==> src/pkg/fosr_pkg.sv <==
// Package of constants and types for the flash operation status register.
package fosr_pkg;

    localparam int unsigned DATA_W = 16;
    localparam int unsigned SR_W = 8;
    localparam int unsigned BANK_W = 4;

    // Bit positions within the status byte.
    localparam int unsigned BIT_READY = 7;
    localparam int unsigned BIT_ESUSP = 6;
    localparam int unsigned BIT_ECHK = 5;
    localparam int unsigned BIT_PERR = 4;
    localparam int unsigned BIT_SUPPLY = 3;
    localparam int unsigned BIT_PSUSP = 2;
    localparam int unsigned BIT_PROT = 1;
    localparam int unsigned BIT_BANKW = 0;

    localparam logic [3:0] ERR_RESET = 4'h0;
    localparam logic [1:0] SYNC_RESET = 2'h3;
    localparam logic [15:0] DOUT_RESET = 16'h0000;

    // Operation kinds started by the command decoder.
    typedef enum logic [1:0] {
        FOSR_OP_PROGRAM,
        FOSR_OP_ERASE,
        FOSR_OP_BLANK,
        FOSR_OP_FACTORY
    } fosr_op_e;

    // Controller activity as seen by the status logic.
    typedef enum logic [2:0] {
        FOSR_IDLE,
        FOSR_RUN,
        FOSR_SUSPENDING,
        FOSR_SUSPENDED
    } fosr_ctl_e;

    // Operation start request from the command decoder.
    typedef struct packed {
        logic             start;
        fosr_op_e         op;
        logic [BANK_W-1:0] bank;
        logic             blockLocked;
    } fosr_start_s;

    // Completion and fault report from the array engine.
    typedef struct packed {
        logic done;
        logic pulseFail;
        logic notBlank;
        logic oneOverZero;
        logic paused;
        logic bufferBusy;
    } fosr_engine_s;

endpackage

==> src/hw/fosr_error_flags.sv <==
// Sticky error flags with set over clear priority.
`timescale 1ns/100ps
module fosr_error_flags
    import fosr_pkg::*;
#(
    parameter int unsigned WIDTH = 4
) (
    input  wire logic             clk,
    input  wire logic             resetn,
    input  wire logic [WIDTH-1:0] setFlag,
    input  wire logic             clearAll,
    output logic      [WIDTH-1:0] flag_r
);

    initial begin
        if (WIDTH < 1) begin
            $error("WIDTH must be at least one.");
        end
    end

    always_ff @(posedge clk) begin
        if (!resetn) begin
            flag_r <= WIDTH'(ERR_RESET);
        end else begin
            flag_r <= setFlag | (clearAll ? '0 : flag_r);
        end
    end

    a_sticky_hold: assert property (@(posedge clk) disable iff (!resetn)
        !$past(clearAll) |-> ((flag_r & $past(flag_r)) == $past(flag_r)))
        else $error("Error flag dropped without a clear.");

endmodule

==> src/hw/fosr_status_reg.sv <==
// Status register of the program/erase controller on the flash bus.
`timescale 1ns/100ps
module fosr_status_reg
    import fosr_pkg::*;
#(
    parameter int unsigned BANKS = 16
) (
    input  wire logic              clk,
    input  wire logic              resetn,
    input  wire logic              chipEnableN,
    input  wire logic              outputEnableN,
    input  wire logic [BANK_W-1:0] readBank,
    input  wire logic              readArrayMode,
    input  wire logic              supplyValid,
    input  wire logic              clearStatus,
    input  wire logic              suspendCmd,
    input  wire logic              resumeCmd,
    input  wire fosr_start_s       startReq,
    input  wire fosr_engine_s      engine,
    input  wire logic [DATA_W-1:0] arrayData,
    output logic      [DATA_W-1:0] dataOut_r,
    output logic                   statusSelected,
    output logic                   opAccepted,
    output logic                   opAbort,
    output logic      [SR_W-1:0]   statusNow
);

    initial begin
        if (BANKS < 1 || BANKS > (1 << BANK_W)) begin
            $error("BANKS does not fit the bank field.");
        end
    end

    ////////////////////////////////////////////////////////////////////////
    // Pin synchronisers.

    logic [1:0] ceSync_r;
    logic [1:0] oeSync_r;
    logic [1:0] vppSync_r;
    logic       strobeN;
    logic       strobeN_r;

    always_ff @(posedge clk) begin
        if (!resetn) begin
            ceSync_r  <= SYNC_RESET;
            oeSync_r  <= SYNC_RESET;
            vppSync_r <= '0;
        end else begin
            ceSync_r  <= {ceSync_r[0], chipEnableN};
            oeSync_r  <= {oeSync_r[0], outputEnableN};
            vppSync_r <= {vppSync_r[0], supplyValid};
        end
    end

    assign strobeN = ceSync_r[1] | oeSync_r[1];

    always_ff @(posedge clk) begin
        if (!resetn) begin
            strobeN_r <= 1'b1;
        end else begin
            strobeN_r <= strobeN;
        end
    end

    ////////////////////////////////////////////////////////////////////////
    // Controller state.

    fosr_ctl_e         ctl_r;
    fosr_op_e          op_r;
    logic [BANK_W-1:0] opBank_r;
    logic              factoryMode_r;
    logic              factoryExit_r;
    logic [3:0]        errFlag;
    logic [3:0]        errSet;
    logic              anyErr;
    logic              startOk;

    assign anyErr = |errFlag;
    assign startOk = startReq.start && ctl_r == FOSR_IDLE && !anyErr
                     && !startReq.blockLocked && vppSync_r[1];
    assign opAccepted = startOk;
    assign opAbort = startReq.start && ctl_r == FOSR_IDLE && !startOk;

    always_ff @(posedge clk) begin
        if (!resetn) begin
            ctl_r <= FOSR_IDLE;
        end else begin
            unique case (ctl_r)
                FOSR_IDLE: begin
                    if (startOk) begin
                        ctl_r <= FOSR_RUN;
                    end
                end
                FOSR_RUN: begin
                    if (engine.done) begin
                        ctl_r <= FOSR_IDLE;
                    end else if (suspendCmd && op_r != FOSR_OP_FACTORY) begin
                        ctl_r <= FOSR_SUSPENDING;
                    end
                end
                FOSR_SUSPENDING: begin
                    if (engine.done) begin
                        ctl_r <= FOSR_IDLE;
                    end else if (engine.paused) begin
                        ctl_r <= FOSR_SUSPENDED;
                    end
                end
                FOSR_SUSPENDED: begin
                    if (resumeCmd) begin
                        ctl_r <= FOSR_RUN;
                    end
                end
                default: ctl_r <= FOSR_IDLE;
            endcase
        end
    end

    always_ff @(posedge clk) begin
        if (!resetn) begin
            op_r     <= FOSR_OP_PROGRAM;
            opBank_r <= '0;
        end else if (startOk) begin
            op_r     <= startReq.op;
            opBank_r <= startReq.bank;
        end
    end

    always_ff @(posedge clk) begin
        if (!resetn) begin
            factoryMode_r <= 1'b0;
            factoryExit_r <= 1'b0;
        end else if (startOk) begin
            factoryMode_r <= startReq.op == FOSR_OP_FACTORY;
            factoryExit_r <= 1'b0;
        end else if (factoryMode_r && ctl_r == FOSR_RUN && engine.done) begin
            factoryExit_r <= 1'b1;
        end else if (factoryExit_r && startReq.start) begin
            factoryMode_r <= 1'b0;
            factoryExit_r <= 1'b0;
        end
    end

    ////////////////////////////////////////////////////////////////////////
    // Error flags.

    always_comb begin
        errSet = '0;
        errSet[3] = ctl_r != FOSR_IDLE && engine.done &&
                    ((op_r == FOSR_OP_ERASE && engine.pulseFail) ||
                     (op_r == FOSR_OP_BLANK && engine.notBlank));
        errSet[2] = ctl_r != FOSR_IDLE && engine.done &&
                    (op_r == FOSR_OP_PROGRAM || op_r == FOSR_OP_FACTORY) &&
                    (engine.pulseFail || engine.oneOverZero);
        errSet[1] = startReq.start && ctl_r == FOSR_IDLE && !anyErr &&
                    !vppSync_r[1];
        errSet[0] = startReq.start && ctl_r == FOSR_IDLE && !anyErr &&
                    vppSync_r[1] && startReq.blockLocked;
    end

    fosr_error_flags #(
        .WIDTH(4)
    ) u_errors (
        .clk     (clk),
        .resetn  (resetn),
        .setFlag (errSet),
        .clearAll(clearStatus),
        .flag_r  (errFlag)
    );

    ////////////////////////////////////////////////////////////////////////
    // Status byte and read path.

    logic ready;
    logic bankWrite;

    assign ready = ctl_r == FOSR_IDLE || ctl_r == FOSR_SUSPENDED;

    always_comb begin
        if (factoryMode_r) begin
            bankWrite = ready ? factoryExit_r
                              : (engine.bufferBusy || factoryExit_r);
        end else if (ready) begin
            bankWrite = 1'b0;
        end else begin
            bankWrite = opBank_r != readBank;
        end
    end

    assign statusNow = {ready,
                        ctl_r == FOSR_SUSPENDED && op_r != FOSR_OP_PROGRAM,
                        errFlag[3:1],
                        ctl_r == FOSR_SUSPENDED && op_r == FOSR_OP_PROGRAM,
                        errFlag[0],
                        bankWrite};

    assign statusSelected = !readArrayMode &&
                            ((ctl_r != FOSR_IDLE && readBank == opBank_r)
                             || factoryMode_r);

    always_ff @(posedge clk) begin
        if (!resetn) begin
            dataOut_r <= DOUT_RESET;
        end else if (!strobeN && strobeN_r) begin
            dataOut_r <= statusSelected ? {8'h00, statusNow} : arrayData;
        end
    end

    ////////////////////////////////////////////////////////////////////////
    // Checks.

    a_snap_hold: assert property (@(posedge clk) disable iff (!resetn)
        (!strobeN && !strobeN_r) |=> $stable(dataOut_r))
        else $error("Read data changed inside a strobe.");
    a_ready_idle: assert property (@(posedge clk) disable iff (!resetn)
        (ctl_r == FOSR_RUN) |-> !statusNow[BIT_READY])
        else $error("Ready shown while running.");
    a_suspend_wait: assert property (@(posedge clk) disable iff (!resetn)
        (ctl_r == FOSR_SUSPENDING && !engine.paused && !engine.done)
        |=> !statusNow[BIT_READY])
        else $error("Ready before pause.");
    a_resume_clear: assert property (@(posedge clk) disable iff (!resetn)
        (ctl_r == FOSR_SUSPENDED && resumeCmd) |=> !statusNow[BIT_ESUSP]
        && !statusNow[BIT_PSUSP])
        else $error("Suspend flag kept after resume.");
    a_no_illegal: assert property (@(posedge clk) disable iff (!resetn)
        !factoryMode_r |-> !(statusNow[BIT_READY] && statusNow[BIT_BANKW]))
        else $error("Ready with bank write outside factory.");
    a_blocked_start: assert property (@(posedge clk) disable iff (!resetn)
        anyErr |-> !opAccepted)
        else $error("Start accepted with error set.");
    a_protect_set: assert property (@(posedge clk) disable iff (!resetn)
        (startReq.start && ctl_r == FOSR_IDLE && !anyErr && vppSync_r[1]
         && startReq.blockLocked) |=> statusNow[BIT_PROT] ##1 ctl_r == FOSR_IDLE)
        else $error("Protected target not flagged.");
    a_supply_set: assert property (@(posedge clk) disable iff (!resetn)
        (startReq.start && ctl_r == FOSR_IDLE && !anyErr && !vppSync_r[1])
        |=> statusNow[BIT_SUPPLY] && ctl_r == FOSR_IDLE)
        else $error("Supply error not flagged.");
    a_other_bank: assert property (@(posedge clk) disable iff (!resetn)
        (!factoryMode_r && ctl_r == FOSR_RUN)
        |-> statusNow[BIT_BANKW] == (opBank_r != readBank))
        else $error("Bank write flag wrong.");

    c_suspend: cover property (@(posedge clk) ctl_r == FOSR_SUSPENDED);
    c_protect: cover property (@(posedge clk) statusNow[BIT_PROT]);
    c_factory: cover property (@(posedge clk) factoryExit_r);
    c_early_done: cover property (@(posedge clk)
        ctl_r == FOSR_SUSPENDING && engine.done);
    c_read: cover property (@(posedge clk) !strobeN && strobeN_r
        && statusSelected);

endmodule

==> config.mk <==
export PLATFORM = sky130hd
export DESIGN_NAME = fosr_status_reg
export DESIGN_NICKNAME = d
export VERILOG_FILES = /design/src/pkg/fosr_pkg.sv /design/src/hw/fosr_error_flags.sv /design/src/hw/fosr_status_reg.sv
export SDC_FILE = /design/constraint.sdc
export NUM_CORES = 1
export LEC_CHECK = 0
export BUFFER_PORTS_ARGS = -buffer_cell sky130_fd_sc_hd__buf_2
export CAP_MARGIN = 20
export CORE_MARGIN = 10
export CORE_UTILIZATION = 36
export DETAILED_ROUTE_END_ITERATION = 8
export PLACE_DENSITY = 0.6
export SKIP_LAST_GASP = 1
export SLEW_MARGIN = 10
export SYNTH_ARGS = -nofsm -noshare
export SYNTH_HDL_FRONTEND = slang
export SYNTH_SLANG_ARGS = --single-unit
==> constraint.sdc <==
create_clock -name clk -period 1.9 [get_ports clk]
set_input_delay 0.095 -clock clk [delete_from_list [all_inputs] [get_ports clk]]
set_output_delay 0.095 -clock clk [all_outputs]
set_load 0.02 [all_outputs]
Yosys cells after proc, flatten, opt, wreduce, memory -nomap -nowiden
Cells that the tools add are included.
Widths: inputs -> output; s select.
{ "totals": {"output_inout_bits": 27, "mem_count": 0, "romBits": 0, "mem_bits_rw": 0, "latch_bits": 0, "regBits": 38} }
{ "op_classes": {"n_mux": 16, "n_lt_le_gt_ge": 0, "bitwise_logic": 3, "multipliers": 0, "shift": 0, "n_addsub": 0, "eq_ne": 15, "reduce_logical": 45, "div": 0} }
{ "ops": {"columns": ["cell", "n"], "rows": [
  ["$logic_and 1x1->1", 23],
  ["$mux 3", 6],
  ["$mux 16", 1],
  ["$pmux 3 s4", 1],
  ["$ne 2x2->1 const B", 4],
  ["$mux 1", 7],
  ["$eq 2x2->1 const B", 3],
  ["$eq 3x2->1 const B", 2],
  ["$logic_not 1->1", 6],
  ["$logic_or 1x1->1", 6],
  ["$ne 3x3->1 const B", 2],
  ["$reduce_bool 2->1", 3],
  ["$eq 4x4->1", 1],
  ["$mux 4", 1],
  ["$ne 4x4->1", 1],
  ["$or 4x4->4", 1],
  ["$reduce_and 4->1", 1],
  ["$reduce_or 4->1", 1],
  ["$eq 3x1->1 const B", 1],
  ["$logic_not 3->1", 1],
  ["$reduce_bool 3->1", 1],
  ["$eq 2x1->1 const B", 1],
  ["$logic_not 2->1", 1],
  ["$reduce_and 2->1", 1],
  ["3 further kinds", 3]
]} }

Longest topological paths before layout
Gate-level depths: netlist of the first run.
{ "logic_depth": {"depth_word": 7, "ltp_mapped": 8, "depth_no_buf": 7} }

Hierarchy
A second synthesis of the first run with hierarchy kept.
{ "hier_totals": {"hier_cells": 192, "area_unflattened_um2": 1677.9} }
{ "modules_own_cells": {"columns": ["module", "instances", "area_per_inst_um2", "cells_per_inst"], "rows": [
  ["fosr_status_reg", 1, 1542.7, 180],
  ["fosr_error_flags", 1, 135.1, 12]
]} }

Worst setup path before layout of the first run
No wires, ideal clock.
{ "synth_timing": {"path_type": "reg2reg", "startpoint": "register ctl_r[0]", "endpoint": "register factoryMode_r", "arrival_ps": 1646, "required_time_ps": 1768, "path_slack_ps": 122, "path_stages_with_launch": 9, "path_buffers": 1, "path_cell_list": "dfxtp_1 -> inv_1 -> ha_1 -> and2_1 -> nand4b_1 -> buf_2 -> clkinv_1 -> nand3_1 -> a21oi_1"} }
{ "synth_between": {"elab_chain_cells": 7, "word_cells_on_any_way": 12, "cone_classes": "eq/ne: 2; mux: 1; reduce/logical: 9"} }
{ "synth_lines": {"columns": ["element", "line_no", "rtl"], "rows": [
  ["start, declared", "fosr_status_reg.sv:68", "fosr_ctl_e ctl_r;"],
  ["start signal, assigned", "fosr_status_reg.sv:86", "ctl_r <= FOSR_IDLE;"],
  ["start signal, assigned", "fosr_status_reg.sv:91", "ctl_r <= FOSR_RUN;"],
  ["start signal, assigned", "fosr_status_reg.sv:96", "ctl_r <= FOSR_IDLE;"],
  ["$logic_not 3->1 *", "fosr_status_reg.sv:79", "assign startOk = startReq.start && ctl_r == FOSR_IDLE && !anyErr"],
  ["$logic_and 1x1->1 * (2 in a row)", "fosr_status_reg.sv:79", null],
  ["$logic_and 1x1->1 * (2 in a row)", "fosr_status_reg.sv:80", "&& !startReq.blockLocked && vppSync_r[1];"],
  ["via opAccepted", "fosr_status_reg.sv:23", "output logic opAccepted,"],
  ["$ne 2x2->1 (no source line) or $reduce_bool 2->1 (tied branches)", null, null],
  ["$reduce_and 2->1 (no source line)", null, null],
  ["end signal, assigned", "fosr_status_reg.sv:130", "factoryMode_r <= 1'b0;"],
  ["end signal, assigned", "fosr_status_reg.sv:133", "factoryMode_r <= startReq.op == FOSR_OP_FACTORY;"],
  ["end signal, assigned", "fosr_status_reg.sv:138", "factoryMode_r <= 1'b0;"],
  ["end, declared", "fosr_status_reg.sv:71", "logic factoryMode_r;"]
]} }
Mark *: on every way through the listed nets, which the timed path passes. The rest lies on a longest branch.
A chain may end at the register's enable or synchronous reset.

Worst setup path in the final report of the first run
{ "layout_timing": {"startpoint": "register ctl_r[0]", "endpoint": "output opAbort"} }
{ "layout_between": {"elab_chain_cells": 7} }
{ "layout_lines": {"columns": ["element", "line_no", "rtl"], "rows": [
  ["$logic_not 3->1 *", "fosr_status_reg.sv:79, fosr_status_reg.sv:82", null],
  ["$logic_and 1x1->1 *", "fosr_status_reg.sv:79, fosr_status_reg.sv:82", null],
  ["$logic_and 1x1->1", "fosr_status_reg.sv:79", null],
  ["$logic_and 1x1->1 (2 in a row)", "fosr_status_reg.sv:80", null],
  ["$logic_not 1->1", "fosr_status_reg.sv:82", "assign opAbort = startReq.start && ctl_r == FOSR_IDLE && !startOk;"],
  ["$logic_and 1x1->1 *", "fosr_status_reg.sv:82", null],
  ["end, declared", "fosr_status_reg.sv:24", "output logic opAbort,"]
]} }
Every way passes the cells marked *; elsewhere a longest branch is shown, timed or not.

==> results.env, run 1 <==
MAX_FREQ_GHz=0.551
ARRIVAL_NS=1.72
WORSTSETUPPATHTYPE='flip-flop to output pin'
DRT_PASS1_ITERATIONS=4
HP-CLASS='input pin to flip-flop'
CRIT_PATH_START_KIND='flip-flop'
FIRST_GLOBAL_VIAS=1559
GR-TOTAL-OVERFLOW=0
SYNTH_ENABLE_FLOP_CELLS=0
FINAL.SETUP.WORST_SLACK_NS=0.0847
PWR-SHARE-COMB=0.266
CLK_TRANSITION_REPORTED_PATHS_NS=0.07
TIMING.FINAL.CRIT_SHARE=0.955
AVGROUTEDWIREPERCELL_UM=14.4
ANT_NETS=0
WORST-R2R-CELL-COUNT=8
DRV_CAP=0
CLOCK_TREE.ROOT_CELL='sky130_fd_sc_hd__clkbuf_8'
NUM_IO_PINS=70
DRT_DRC_VIOLATIONS_LEFT=0
DP_WORST_SETUP_SLACK_NS=0.184
DIEAREA_MM2=0.00772
TIMING.CRITICAL_PATH.FROM='ctl_r[0]$_SDFFE_PN0P_'
YS.FLOP_TYPE='sky130_fd_sc_hd__dfxtp_1'
HOLD_VIOL_FINAL=0
POWER_mW=2.11
FLOORPLAN.DIE.WIDTH_UM=87.9
HOLD-PATH-CELL-COUNT=2
NUM_VIAS=1575
DR.FIRST_ITER.DRC_COUNT=91
SYNTH.TOP_CELLS.BY_COUNT='sky130_fd_sc_hd__dfxtp_1 (37), sky130_fd_sc_hd__a21oi_1 (29), sky130_fd_sc_hd__nand2_1 (23), sky130_fd_sc_hd__nand3_1 (12), sky130_fd_sc_hd__nor2_1 (12)'
FP-ROW-COUNT=24
FINAL_ANTENNA_DIODE_COUNT=0
TIMING.CRITICAL_PATH.FANOUT_MAX=4
GRT.TOTAL_USAGE=0.120
INITIAL_UTILIZATION=0.376
YOSYS.CELL_COUNT.TOP_TYPE='sky130_fd_sc_hd__dfxtp_1'
CLOCK_LATENCY_REPORTED_FOR_THE_LATE_SIDE_OF_THE_WORST_SKEW_PAIR_NS=0.28
RUN_STATUS='finished clean'
TRITONCTS='yes'
SETUP_VIOL=0
SW_FRAC_OF_TOTAL=0.293
CLOCK_SINK_COUNT=37
FIN_HOLD_WS_NS=0.00570
LARGEST_NET_DEGREE_AT_THE_START_OF_GLOBAL_ROUTING=23
SYNTH.YOSYS.SEQ_AREA_SHARE=0.447
PORT-BUFFER-COUNT=69
CTS_MAX_LEVEL=2
HPWLAFTERDP_MM=3.67
SLEW_HEADROOM=0.516
CRITPATHREQUIREDTIME_NS=1.80
DRIVE_GT1_FRAC=0.352
P_PER_AREA_mW_PER_MM2=936
POWER_SWITCHING_mW=0.618
R2R_SETUP_SLACK_NS=0.09
CLOCK_PATH_BUFFERS=2
REG2REG_TO='ctl_r[0]$_SDFFE_PN0P_'
TIMING.CLOCK.SKEW_NS=0.00173
SYNTH.AVG_CELL_AREA_UM2=8.55
FINAL_NETS=323
POWER_LEAKAGE_nW=1.07
AREA_GROWTH_SYN_TO_LAYOUT_PCT=36.0
CORE_AREA_MM2=0.00441
GRT_PASS1_WL_MM=7.46
TIMING.CRITICAL_PATH.TO_TYPE='output pin'
SYNTH.AREA.TOP_CELLS='sky130_fd_sc_hd__dfxtp_1 (45%), sky130_fd_sc_hd__a21oi_1 (8.8%), sky130_fd_sc_hd__ha_1 (6.0%), sky130_fd_sc_hd__nand2_1 (5.2%), sky130_fd_sc_hd__mux2i_1 (4.2%)'
ANTENNA_FOUND_INITIAL=0
LAYOUT_MIN_CYCLE_TIME_NS=1.82
CTS_MADE_BUFFERS=5
YOSYS.AREA.TOP_TYPE='sky130_fd_sc_hd__dfxtp_1'
PLACE.GP.CONGESTION=0.712
VIAS_PER_CELL=4.85
YOSYS.AREA.TOP_TYPE_SHARE=0.447
FINAL_CORE_UTILIZATION=0.511
SYNTH-ASYNC-RESET-RATIO=0
INTERNAL_POWER_mW=1.49
DIE_H_UM=87.9
MAPPEDNETLISTAREA_MM2=0.00166
REGTOREGSTARTPOINT='ctl_r[0]$_SDFFE_PN0P_'
PIN_SLEW_WITH_THE_LEAST_HEADROOM_TO_ITS_LIMIT_NS=0.725
MAPPEDNETLISTNETS=245
POSTSYNTHREGISTERBITS=37
POWER.CLOCK.FRACTION=0.330
POWER.SEQUENTIAL.FRACTION=0.404
SYNTH_CELLS=194
SYNTH-WARNING-COUNT=0
SETUP.WORST_PATH.END='opAbort'
YS_TYPES=32
WL_MM=4.69
TIMING_MAX_TRANSITION_VIOLATIONS_FINAL=0
IRDROPWORSTVDD_mV=0.493
critical path: stages, from the launching register on:
cell and delay (ns):
sky130_fd_sc_hd__dfxtp_2 0.34, sky130_fd_sc_hd__inv_1 0.08, sky130_fd_sc_hd__ha_2 0.18, sky130_fd_sc_hd__and2_4 0.15, sky130_fd_sc_hd__nand4b_1 0.19, sky130_fd_sc_hd__buf_6 0.18, sky130_fd_sc_hd__and2_1 0.15, sky130_fd_sc_hd__buf_2 0.16
kinds of logic (layout without fill, tap and decap cells):
| family | Yosys count | after routing | share of synthesized area |
|---|---|---|---|
| buf+inv | 21 | 100 | 0.0581 |
| simple gates | 70 | 70 | 0.213 |
| flops | 37 | 37 | 0.447 |
| fa+ha+maj | 8 | 8 | 0.0604 |
| xor+xnor | 4 | 4 | 0.0211 |
| compound gates | 47 | 47 | 0.158 |
| mux | 7 | 7 | 0.0423 |
power groups by stage:
stage	registers (mW)	clock network [mW]	logic [mW]
after detailed placement	0.868	0	0.521
after global routing	0.859	0.746	0.625
after floorplan	0.875	0	0.362
after global placement	0.866	0	0.523
final	0.853	0.696	0.562
after CTS	0.850	0.713	0.527
cell type report:
cell class / count / area, µm²
Multi-Input combinational cell: 136 / 840
Inverter: 10 / 41.3
Tap cell: 52 / 65.1
Timing Repair Buffer: 82 / 449
Sequential cell: 37 / 743
Clock buffer: 7 / 86.3
Clock inverter: 1 / 30.0
Fill cell: 455 / 2160
metal layers:
layer / vias to the layer above / global-route usage / wire [µm]
li1: 806 / - / -
met1: 714 / 0.149 / 2110
met2: 51 / 0.183 / 2040
met3: 4 / 0.0539 / 498
met4: 0 / 0.0348 / 36
met5: - / 0 / 0
sequential cells by signal (all words and copies together) (netlist names):
| signal | count |
|---|---|
| ctl_r | 2 |
| vppSync_r | 2 |
| u_errors.flag_r | 4 |
| oeSync_r | 2 |
| opBank_r | 4 |
| strobeN_r | 1 |
| dataOut_r | 16 |
| op_r | 2 |
| factoryMode_r | 1 |
| factoryExit_r | 1 |
| ceSync_r | 2 |
through the flow:
step / cell area, µm² / instances / setup TNS (ns)
finish: 2250 / 325 / 0
global route: 2250 / 325 / -0.103
CTS: 2180 / 319 / -0.0481
detailed placement: 2050 / 309 / 0
global placement: 2050 / 309 / 0
floorplan: 1660 / 194 / 0
repair_timing:
item	in CTS	in global routing
endpoints found under the hold margin	1	0
resized for setup	1	7
hold buffers	1	0
buffers inserted	1	6
cloned	0	0
pin swaps	1	3
setup endpoints to repair	2	5
cells in the final DEF, fill, tap and decap left out, types with 2 or more instances in the layout:
cell	n
sky130_fd_sc_hd__buf_2	69
sky130_fd_sc_hd__dfxtp_1	35
sky130_fd_sc_hd__a21oi_1	29
sky130_fd_sc_hd__nand2_1	23
sky130_fd_sc_hd__nor2_1	12
sky130_fd_sc_hd__nand3_1	12
sky130_fd_sc_hd__buf_4	11
sky130_fd_sc_hd__nand2b_1	10
sky130_fd_sc_hd__inv_1	9
sky130_fd_sc_hd__o21ai_0	9
sky130_fd_sc_hd__mux2i_1	7
sky130_fd_sc_hd__ha_1	7
sky130_fd_sc_hd__clkbuf_8	6
sky130_fd_sc_hd__and2_1	5
sky130_fd_sc_hd__xor2_1	4
sky130_fd_sc_hd__a211oi_1	2
sky130_fd_sc_hd__dfxtp_2	2
how the worst min path moves through the flow:
stage / endpoint / slack (ns) / startpoint
floorplan: ceSync_r[0]$_SDFF_PN1_ / 0.17 / resetn
global placement: oeSync_r[0]$_SDFF_PN1_ / 0.28 / outputEnableN
detailed placement: ceSync_r[0]$_SDFF_PN1_ / 0.29 / chipEnableN
CTS: oeSync_r[0]$_SDFF_PN1_ / 0.003 / outputEnableN
global route: oeSync_r[0]$_SDFF_PN1_ / 0.001 / outputEnableN
finish: oeSync_r[0]$_SDFF_PN1_ / 0.006 / outputEnableN
Note: power is estimated with default switching activity, not from simulation.
==> run 2: changes to the inputs <==
ABC_AREA = 1   (was unset)
PLACE_DENSITY = 0.59   (was 0.6)
==> run 2 against run 1 <==
Die area increased by 5.6%. Clock skew is 0.0026 ns higher. Critical path depth rose by 1. Hold slack better by 0.048 ns. Utilization shrank 2.0 points. Global-route usage increased by 0.18 points. Combinational power increased by 16%. Synthesized area increased by 7.3%. First-iteration DRC count down 44%. Clock power about the same. Sequential power is essentially flat. Synthesized cell count grew 30%. Critical path type unchanged.
==> results.env, run 2 <==
FINISH.INSTANCE_AREA_MM2=0.00233  # was 0.00225 mm²
CP_CELL_SEQUENCE='inv_1 -> ha_4 -> nand2_1 -> nor3_2 -> nand2_2 -> inv_1 -> nor2_1 -> buf_2'  # was inv_1 -> ha_2 -> and2_4 -> nand4b_1 -> buf_6 -> and2_1 -> buf_2
PIN_SLEW_WITH_THE_LEAST_HEADROOM_TO_ITS_LIMIT_NS=0.507  # was 0.725 ns
GR-TOTAL-OVERFLOW=0  # unchanged
TIMING.FINAL.CRIT_SHARE=0.951  # was 0.955
FIN_HOLD_WS_NS=0.0537  # was 0.00570 ns
DRT_PASS1_ITERATIONS=4  # unchanged
DIE_H_UM=90.3  # was 87.9 µm
INITIAL_UTILIZATION=0.374  # was 0.376
ARRIVAL_NS=1.71  # was 1.72 ns
WORSTSETUPPATHTYPE='flip-flop to output pin'  # unchanged
CLK_TRANSITION_REPORTED_PATHS_NS=0.07  # about the same
SYNTH.AVG_CELL_AREA_UM2=7.06  # was 8.55 µm²
CORE_AREA_MM2=0.00475  # was 0.00441 mm²
TIMING.CRITICAL_PATH.FANOUT_MAX=5  # was 4
CLOCK_TREE.ROOT_CELL='sky130_fd_sc_hd__clkbuf_8'  # unchanged
CRIT_PATH_START_KIND='flip-flop'  # unchanged
ANT_NETS=0  # unchanged
HOLD-PATH-CELL-COUNT=3  # was 2
POWER.CLOCK.FRACTION=0.316  # was 0.330
P_PER_AREA_mW_PER_MM2=943  # was 936 mW/mm²
MOSTFREQUENTLAYOUTCELL='sky130_fd_sc_hd__buf_2'  # unchanged
CTS_MAX_LEVEL=2  # unchanged
YOSYS.CELL_COUNT.TOP_TYPE='sky130_fd_sc_hd__nand2_1'  # was sky130_fd_sc_hd__dfxtp_1
FINAL_ANTENNA_DIODE_COUNT=0  # unchanged
MAX_FREQ_GHz=0.553  # was 0.551 GHz
DRIVE_GT1_FRAC=0.287  # was 0.352
LAYOUT_MIN_CYCLE_TIME_NS=1.81  # was 1.82 ns
CLOCK_SINK_COUNT=37  # unchanged
SW_FRAC_OF_TOTAL=0.321  # was 0.293
AVGROUTEDWIREPERCELL_UM=12.5  # was 14.4 µm
FINAL_NETS=374  # was 323
PLACE.GP.CONGESTION=0.824  # was 0.712
CRIT_CELLS=8  # was 7
SLEW_HEADROOM=0.662  # was 0.516
DIEAREA_MM2=0.00815  # was 0.00772 mm²
CTS_MADE_BUFFERS=5  # unchanged
DETAILED_PLACE.AREA_MM2=0.00217  # was 0.00205 mm²
FLOORPLAN.DIE.WIDTH_UM=90.3  # was 87.9 µm
CRIT_SLOWEST_CELL='sky130_fd_sc_hd__dfxtp_1'  # was sky130_fd_sc_hd__dfxtp_2
MAPPEDNETLISTNETS=303  # was 245
GRT.TOTAL_USAGE=0.122  # was 0.120
TIMING.CLOCK.SKEW_NS=0.00431  # was 0.00173 ns
PWR-SHARE-COMB=0.296  # was 0.266
YS.FLOP_TYPE='sky130_fd_sc_hd__dfxtp_1'  # unchanged
ANTENNA_FOUND_INITIAL=0  # unchanged
INTERNAL_POWER_mW=1.49  # about the same
CRITICAL_PATH.MOST_COMMON_CELL='sky130_fd_sc_hd__inv_1'
MAPPEDNETLISTAREA_MM2=0.00178  # was 0.00166 mm²
CLOCK_PATH_BUFFERS=2  # unchanged
CRITPATHREQUIREDTIME_NS=1.80  # about the same
SETUP_VIOL=0  # unchanged
CLOCK_LATENCY_REPORTED_FOR_THE_LATE_SIDE_OF_THE_WORST_SKEW_PAIR_NS=0.28  # about the same
PATH_BUF_INV=3  # unchanged
LARGEST_NET_DEGREE_AT_THE_START_OF_GLOBAL_ROUTING=33  # was 23
WORST-R2R-CELL-COUNT=9  # was 8
TIMING_MAX_TRANSITION_VIOLATIONS_FINAL=0  # unchanged
REGISTER_WITH_THE_HIGHEST_FLOP_COUNT='dataOut_r'  # unchanged
COMMONEST_NON_FILL_NON_TAP_CELLS_IN_THE_LAYOUT='sky130_fd_sc_hd__buf_2 (69), sky130_fd_sc_hd__nand2_1 (58), sky130_fd_sc_hd__inv_1 (37), sky130_fd_sc_hd__dfxtp_1 (37), sky130_fd_sc_hd__nor2_1 (23)'  # was sky130_fd_sc_hd__buf_2 (69), sky130_fd_sc_hd__dfxtp_1 (35), sky130_fd_sc_hd__a21oi_1 (29), sky130_fd_sc_hd__nand2_1 (23)
KIND_OF_CELL_ADDING_THE_MOST_DELAY_TO_THE_CRITICAL_PATH='simple AND/OR/NAND/NOR gates'  # unchanged
NUM_IO_PINS=70  # unchanged
POWER.SEQUENTIAL.FRACTION=0.388  # was 0.404
HOLD_VIOL_FINAL=0  # unchanged
POSTSYNTHREGISTERBITS=37  # unchanged
R2R_SETUP_SLACK_NS=0.27  # was 0.09 ns
DRV_CAP=0  # unchanged
LEADING_REGISTERS_BY_FLOP_COUNT='dataOut_r x16, opBank_r x4, u_errors.flag_r x4'  # unchanged
IRDROPWORSTVDD_mV=0.490  # was 0.493 mV
FIRST_GLOBAL_VIAS=1743  # was 1559
HP-CLASS='input pin to flip-flop'  # unchanged
WL_MM=4.88  # was 4.69 mm
POWER_SWITCHING_mW=0.706  # was 0.618 mW
TRITONCTS='yes'  # unchanged
SYNTH.AREA.TOP_CELLS='sky130_fd_sc_hd__dfxtp_1 (42%), sky130_fd_sc_hd__nand2_1 (12%), sky130_fd_sc_hd__inv_1 (7.8%), sky130_fd_sc_hd__a21oi_1 (6.2%), sky130_fd_sc_hd__ha_1 (5.6%)'  # was sky130_fd_sc_hd__dfxtp_1 (45%), sky130_fd_sc_hd__a21oi_1 (8.8%), sky130_fd_sc_hd__ha_1 (6.0%), sky130_fd_sc_hd__nand2_1 (5.2%), sky130_fd_sc_hd__mux2i_1 (4.2%)
YOSYS.AREA.TOP_TYPE_SHARE=0.416  # was 0.447
SYNTH-ASYNC-RESET-RATIO=0  # unchanged
SYNTH.TOP_CELLS.BY_COUNT='sky130_fd_sc_hd__nand2_1 (59), sky130_fd_sc_hd__dfxtp_1 (37), sky130_fd_sc_hd__inv_1 (37), sky130_fd_sc_hd__nor2_1 (23), sky130_fd_sc_hd__a21oi_1 (22)'  # was sky130_fd_sc_hd__dfxtp_1 (37), sky130_fd_sc_hd__a21oi_1 (29), sky130_fd_sc_hd__nand2_1 (23), sky130_fd_sc_hd__nand3_1 (12), sky130_fd_sc_hd__nor2_1 (12)
NUM_VIAS=1716  # was 1575
POWER_LEAKAGE_nW=1.23  # was 1.07 nW
GRT_PASS1_WL_MM=8.05  # was 7.46 mm
SYNTH.YOSYS.SEQ_AREA_SHARE=0.416  # was 0.447
VIAS_PER_CELL=4.39  # was 4.85
TIMING.CRITICAL_PATH.TO_TYPE='output pin'  # unchanged
HPWLAFTERDP_MM=3.82  # was 3.67 mm
DR.FIRST_ITER.DRC_COUNT=51  # was 91
SYNTH-WARNING-COUNT=0  # unchanged
WORST_PATH_LARGEST_CELL_DELAY_NS=0.33  # was 0.34 ns
PORT-BUFFER-COUNT=69  # unchanged
MAX_FFS_PER_REGISTER=16  # unchanged
YOSYS.AREA.TOP_TYPE='sky130_fd_sc_hd__dfxtp_1'  # unchanged
RUN_STATUS='finished clean'  # unchanged
YS_TYPES=24  # was 32
SYNTH_ENABLE_FLOP_CELLS=0  # unchanged
AREA_GROWTH_SYN_TO_LAYOUT_PCT=31.1  # was 36.0%
FP-ROW-COUNT=25  # was 24
SYNTH_CELLS=252  # was 194
DRT_DRC_VIOLATIONS_LEFT=0  # unchanged
run 2: changes by cell type after synthesis, moves of 5 or more:
cell,delta
sky130_fd_sc_hd__inv_1,+28
sky130_fd_sc_hd__nand2b_1,-10
sky130_fd_sc_hd__o21ai_0,+9
sky130_fd_sc_hd__a21oi_1,-7
sky130_fd_sc_hd__or2_2,+5
sky130_fd_sc_hd__nor2_1,+11
sky130_fd_sc_hd__nand2_1,+36
sky130_fd_sc_hd__and2_1,-6
sky130_fd_sc_hd__mux2i_1,-7
run 2: kinds of logic (layout without fill, tap and decap cells):
group	after synthesis	after routing	synth area share
AOI/OAI and AO/OA	46	46	0.136
adders and majority gates	8	8	0.0563
buffers and inverters	48	120	0.113
DFF	37	37	0.416
and+or+nand+nor	113	113	0.278
run 2: path summary, 6_finish.rpt:
check                                             from                         end
worst min register to register  oeSync_r[0]$_SDFF_PN1_      oeSync_r[1]$_SDFF_PN1_
worst max register to register   ctl_r[1]$_SDFFE_PN0P_       ctl_r[1]$_SDFFE_PN0P_
worst min-delay path                     arrayData[12]  dataOut_r[12]$_SDFFE_PN0P_
worst max-delay path             ctl_r[1]$_SDFFE_PN0P_                     opAbort
run 2: timing repair:
action	CTS	global route
endpoints found under the setup margin	0	3
setup buffers	0	0
hold buffers	3	0
endpoints found under the hold margin	3	0
gates resized for setup	0	4
run 2: power groups by stage:
stage	Sequential, mW	Clock (mW)	Combinational, mW
finish	0.854	0.694	0.650
global route	0.861	0.759	0.734
floorplan	0.883	0	0.443
global placement	0.869	0	0.601
CTS	0.854	0.718	0.607
detailed placement	0.873	0	0.598
run 2: through the flow:
stage | instances | power, mW | setup WS (ns) | util | TNS, ns
after floorplan | 252 | 1.33 | 0.441 | - | 0
after global placement | 380 | 1.47 | 0.322 | 0.456 | 0
after detailed placement | 380 | 1.47 | 0.231 | 0.456 | 0
after CTS | 391 | 2.18 | 0.00624 | 0.486 | 0
after global routing | 391 | 2.35 | -0.0459 | 0.491 | -0.0487
final | 391 | 2.20 | 0.0930 | 0.491 | 0
run 2: worst reg2reg max path, delay by kind of cell (launching register included):
| family | cells | cell delay [ns] |
|---|---|---|
| AO/OA/AOI/OAI | 2 | 0.23 |
| adder cells (fa/ha/maj) | 1 | 0.17 |
| buffers and inverters | 1 | 0.14 |
| flip-flops | 1 | 0.33 |
| AND/OR/NAND/NOR | 5 | 0.65 |
run 2: layout make-up:
cell class / count / area (µm²)
fill: 506 / 2420
multi-input combinational: 167 / 858
sequential: 37 / 741
timing repair buffer: 74 / 390
inverter: 38 / 143
clock buffer: 7 / 86.3
tap: 67 / 83.8
clock inverter: 1 / 30.0
run 2: routing by layer:
metal	wire length, µm	up-vias	global-route usage
met2	2400	45	0.208
met5	0	-	0
met3	265	6	0.0399
li1	-	925	-
met1	2120	740	0.132
met4	89	0	0.0597
==> run 3: changes to the inputs <==
CORE_UTILIZATION = 48   (was 36)
PLACE_DENSITY = 0.76   (was 0.59)
==> run 3 against run 2 <==
Fmax rose by 1.3%. Cell count fell by 4.6%. Sequential power barely moved. Largest cell class unchanged. Critical path type unchanged. First-iteration DRC count rose by 82%. Die area fell by 20%. Setup slack improved by 0.023 ns. Via count rose by 1.7%. Critical endpoint unchanged. Global-route usage rose by 2.0 points.
==> results.env, run 3 (same netlist as run 2, synthesis figures left out) <==
FIRST_GLOBAL_VIAS=1691  # was 1743
DP_WORST_SETUP_SLACK_NS=0.247  # was 0.231 ns
FINAL_NETS=375  # was 374
PIN_SLEW_WITH_THE_LEAST_HEADROOM_TO_ITS_LIMIT_NS=0.497  # was 0.507 ns
TIMING.CLOCK.SKEW_NS=0.00689  # was 0.00431 ns
P_PER_AREA_mW_PER_MM2=896  # was 943 mW/mm²
CP_CELL_SEQUENCE='inv_1 -> ha_2 -> nand2_1 -> nor3_2 -> nand2_2 -> inv_1 -> nor2_1 -> buf_2'  # was inv_1 -> ha_4 -> nand2_1 -> nor3_2 -> nand2_2 -> inv_1 -> nor2_1 -> buf_2
TIMING_MAX_TRANSITION_VIOLATIONS_FINAL=0  # unchanged
CRITPATHREQUIREDTIME_NS=1.80  # about the same
TIMING.CRITICAL_PATH.FANOUT_MAX=5  # unchanged
TIMING.CRITICAL_PATH.TO_TYPE='output pin'  # unchanged
RSZ0062_AT_GRT='false'
AVGROUTEDWIREPERCELL_UM=12.6  # was 12.5 µm
TRITONCTS='yes'  # unchanged
LAYOUT_MIN_CYCLE_TIME_NS=1.78  # was 1.81 ns
DIEAREA_MM2=0.00654  # was 0.00815 mm²
CLOCK_PATH_BUFFERS=2  # unchanged
MAX_FREQ_GHz=0.561  # was 0.553 GHz
WORSTSETUPPATHTYPE='flip-flop to output pin'  # unchanged
LEADING_REGISTERS_BY_FLOP_COUNT='dataOut_r x16, opBank_r x4, u_errors.flag_r x4'  # unchanged
CLOCK_TREE.ROOT_CELL='sky130_fd_sc_hd__clkbuf_8'  # unchanged
MAX_FFS_PER_REGISTER=16  # unchanged
CTS_MAX_LEVEL=2  # unchanged
POWER_mW=2.05  # was 2.20 mW
CLK_TRANSITION_REPORTED_PATHS_NS=0.08  # was 0.07 ns
NFILLCELLS=350  # was 506
IRDROPWORSTVDD_mV=0.501  # was 0.490 mV
VIAS_PER_CELL=4.68  # was 4.39
FLOORPLAN.DIE.WIDTH_UM=80.9  # was 90.3 µm
CLOCK_SINK_COUNT=37  # unchanged
SETUP_FIX_BUFS_POST_CTS=0  # unchanged
DRIVE_GT1_FRAC=0.292  # was 0.287
CTS_MADE_BUFFERS=5  # unchanged
DRT_DRC_VIOLATIONS_LEFT=0  # unchanged
GR-TOTAL-OVERFLOW=0  # unchanged
HP-CLASS='input pin to flip-flop'  # unchanged
GRT.TOTAL_USAGE=0.141  # was 0.122
CRIT_SLOWEST_CELL='sky130_fd_sc_hd__dfxtp_1'  # unchanged
TIMING.FINAL.CRIT_SHARE=0.939  # was 0.951
FINAL_ANTENNA_DIODE_COUNT=0  # unchanged
AREA_GROWTH_SYN_TO_LAYOUT_PCT=28.5  # was 31.1%
CLOCK_LATENCY_REPORTED_FOR_THE_LATE_SIDE_OF_THE_WORST_SKEW_PAIR_NS=0.29  # was 0.28 ns
MOSTFREQUENTLAYOUTCELL='sky130_fd_sc_hd__buf_2'  # unchanged
PORT-BUFFER-COUNT=69  # unchanged
DIE_H_UM=80.9  # was 90.3 µm
WL_MM=4.69  # was 4.88 mm
REGISTER_WITH_THE_HIGHEST_FLOP_COUNT='dataOut_r'  # unchanged
SETUP_TNS_NS=0  # unchanged
FINAL.SETUP.WORST_SLACK_NS=0.116  # was 0.0930 ns
RUN_STATUS='finished clean'  # unchanged
WORST_PATH_LARGEST_CELL_DELAY_NS=0.33  # about the same
HOLD_VIOL_FINAL=0  # unchanged
DRT_PASS1_ITERATIONS=4  # unchanged
SLEW_HEADROOM=0.668  # was 0.662
FP-ROW-COUNT=22  # was 25
DRV_CAP=0  # unchanged
POWER_LEAKAGE_nW=1.23  # about the same
PLACE.GP.CONGESTION=0.815  # was 0.824
COMMONEST_NON_FILL_NON_TAP_CELLS_IN_THE_LAYOUT='sky130_fd_sc_hd__buf_2 (69), sky130_fd_sc_hd__nand2_1 (58), sky130_fd_sc_hd__inv_1 (37), sky130_fd_sc_hd__dfxtp_1 (37), sky130_fd_sc_hd__nor2_1 (23)'  # unchanged
SETUP_VIOL=0  # unchanged
ARRIVAL_NS=1.69  # was 1.71 ns
CRIT_PATH_START_KIND='flip-flop'  # unchanged
HPWLAFTERDP_MM=3.65  # was 3.82 mm
DETAILED_PLACE.AREA_MM2=0.00215  # was 0.00217 mm²
GRT_PASS1_WL_MM=7.40  # was 8.05 mm
CORE_AREA_MM2=0.00363  # was 0.00475 mm²
NUM_VIAS=1745  # was 1716
DR.FIRST_ITER.DRC_COUNT=93  # was 51
INITIAL_UTILIZATION=0.490  # was 0.374
FINISH.INSTANCE_AREA_MM2=0.00229  # was 0.00233 mm²
ANTENNA_FOUND_INITIAL=0  # unchanged
CRITICAL_PATH.MOST_COMMON_CELL='sky130_fd_sc_hd__inv_1'  # unchanged
FINAL_CORE_UTILIZATION=0.629  # was 0.491
NUM_IO_PINS=70  # unchanged
ANT_NETS=0  # unchanged
LARGEST_NET_DEGREE_AT_THE_START_OF_GLOBAL_ROUTING=22  # was 33
==> run 3: final timing paths <==
check	start	end	slack [ns]	cells after the start
setup reg to reg	ctl_r[0]$_SDFFE_PN0P_	ctl_r[1]$_SDFFE_PN0P_	0.29	9
hold reg to reg	ceSync_r[0]$_SDFF_PN1_	ceSync_r[1]$_SDFF_PN1_	0.42	1
hold / removal	arrayData[14]	dataOut_r[14]$_SDFFE_PN0P_	0.04	3
setup / recovery	ctl_r[0]$_SDFFE_PN0P_	opAbort	0.12	8
==> run 3: layout make-up <==
class                           instances  area, µm²  share of cell area
Inverter                               38        143              0.0624
Sequential cell                        37        741               0.324
Multi-Input combinational cell        167        848               0.371
Clock inverter                          2       13.8             0.00602
Timing Repair Buffer                   75        398               0.174
Clock buffer                            6       82.6              0.0361
Tap cell                               48       60.1              0.0263
==> run 3: per-layer routing <==
layer / share of wire / track usage / up-vias
met5: 0 / 0 / -
met4: 0.013 / 0.0484 / 0
met3: 0.079 / 0.0530 / 7
met2: 0.49 / 0.240 / 46
met1: 0.42 / 0.160 / 760
li1: - / - / 932
==> run 3: critical path, delay by kind of cell (launching register included) <==
| family | cells | cell delay [ns] |
|---|---|---|
| simple gates | 4 | 0.50 |
| flops | 1 | 0.33 |
| fa+ha+maj | 1 | 0.21 |
| buf+inv | 3 | 0.36 |
==> run 3: repair_timing <==
action | in CTS | in global routing
gates resized for setup | 0 | 3
endpoints found under the setup margin | 0 | 2
hold buffers | 3 | 0
endpoints found under the hold margin | 3 | 0
==> run 3: through the flow <==
stage                     hold slack, ns  std cells
after detailed placement           0.284        362
after global placement             0.279        362
final                             0.0397        373
after floorplan                    0.193        252
after global routing              0.0412        373
after CTS                         0.0329        373
==> run 3: power by group <==
group / leakage, nW / internal (mW) / switching [mW]
combinational: 0.875 / 0.220 / 0.399
clock: 0.0512 / 0.294 / 0.279
sequential: 0.301 / 0.822 / 0.0332
total: 1.23 / 1.34 / 0.711
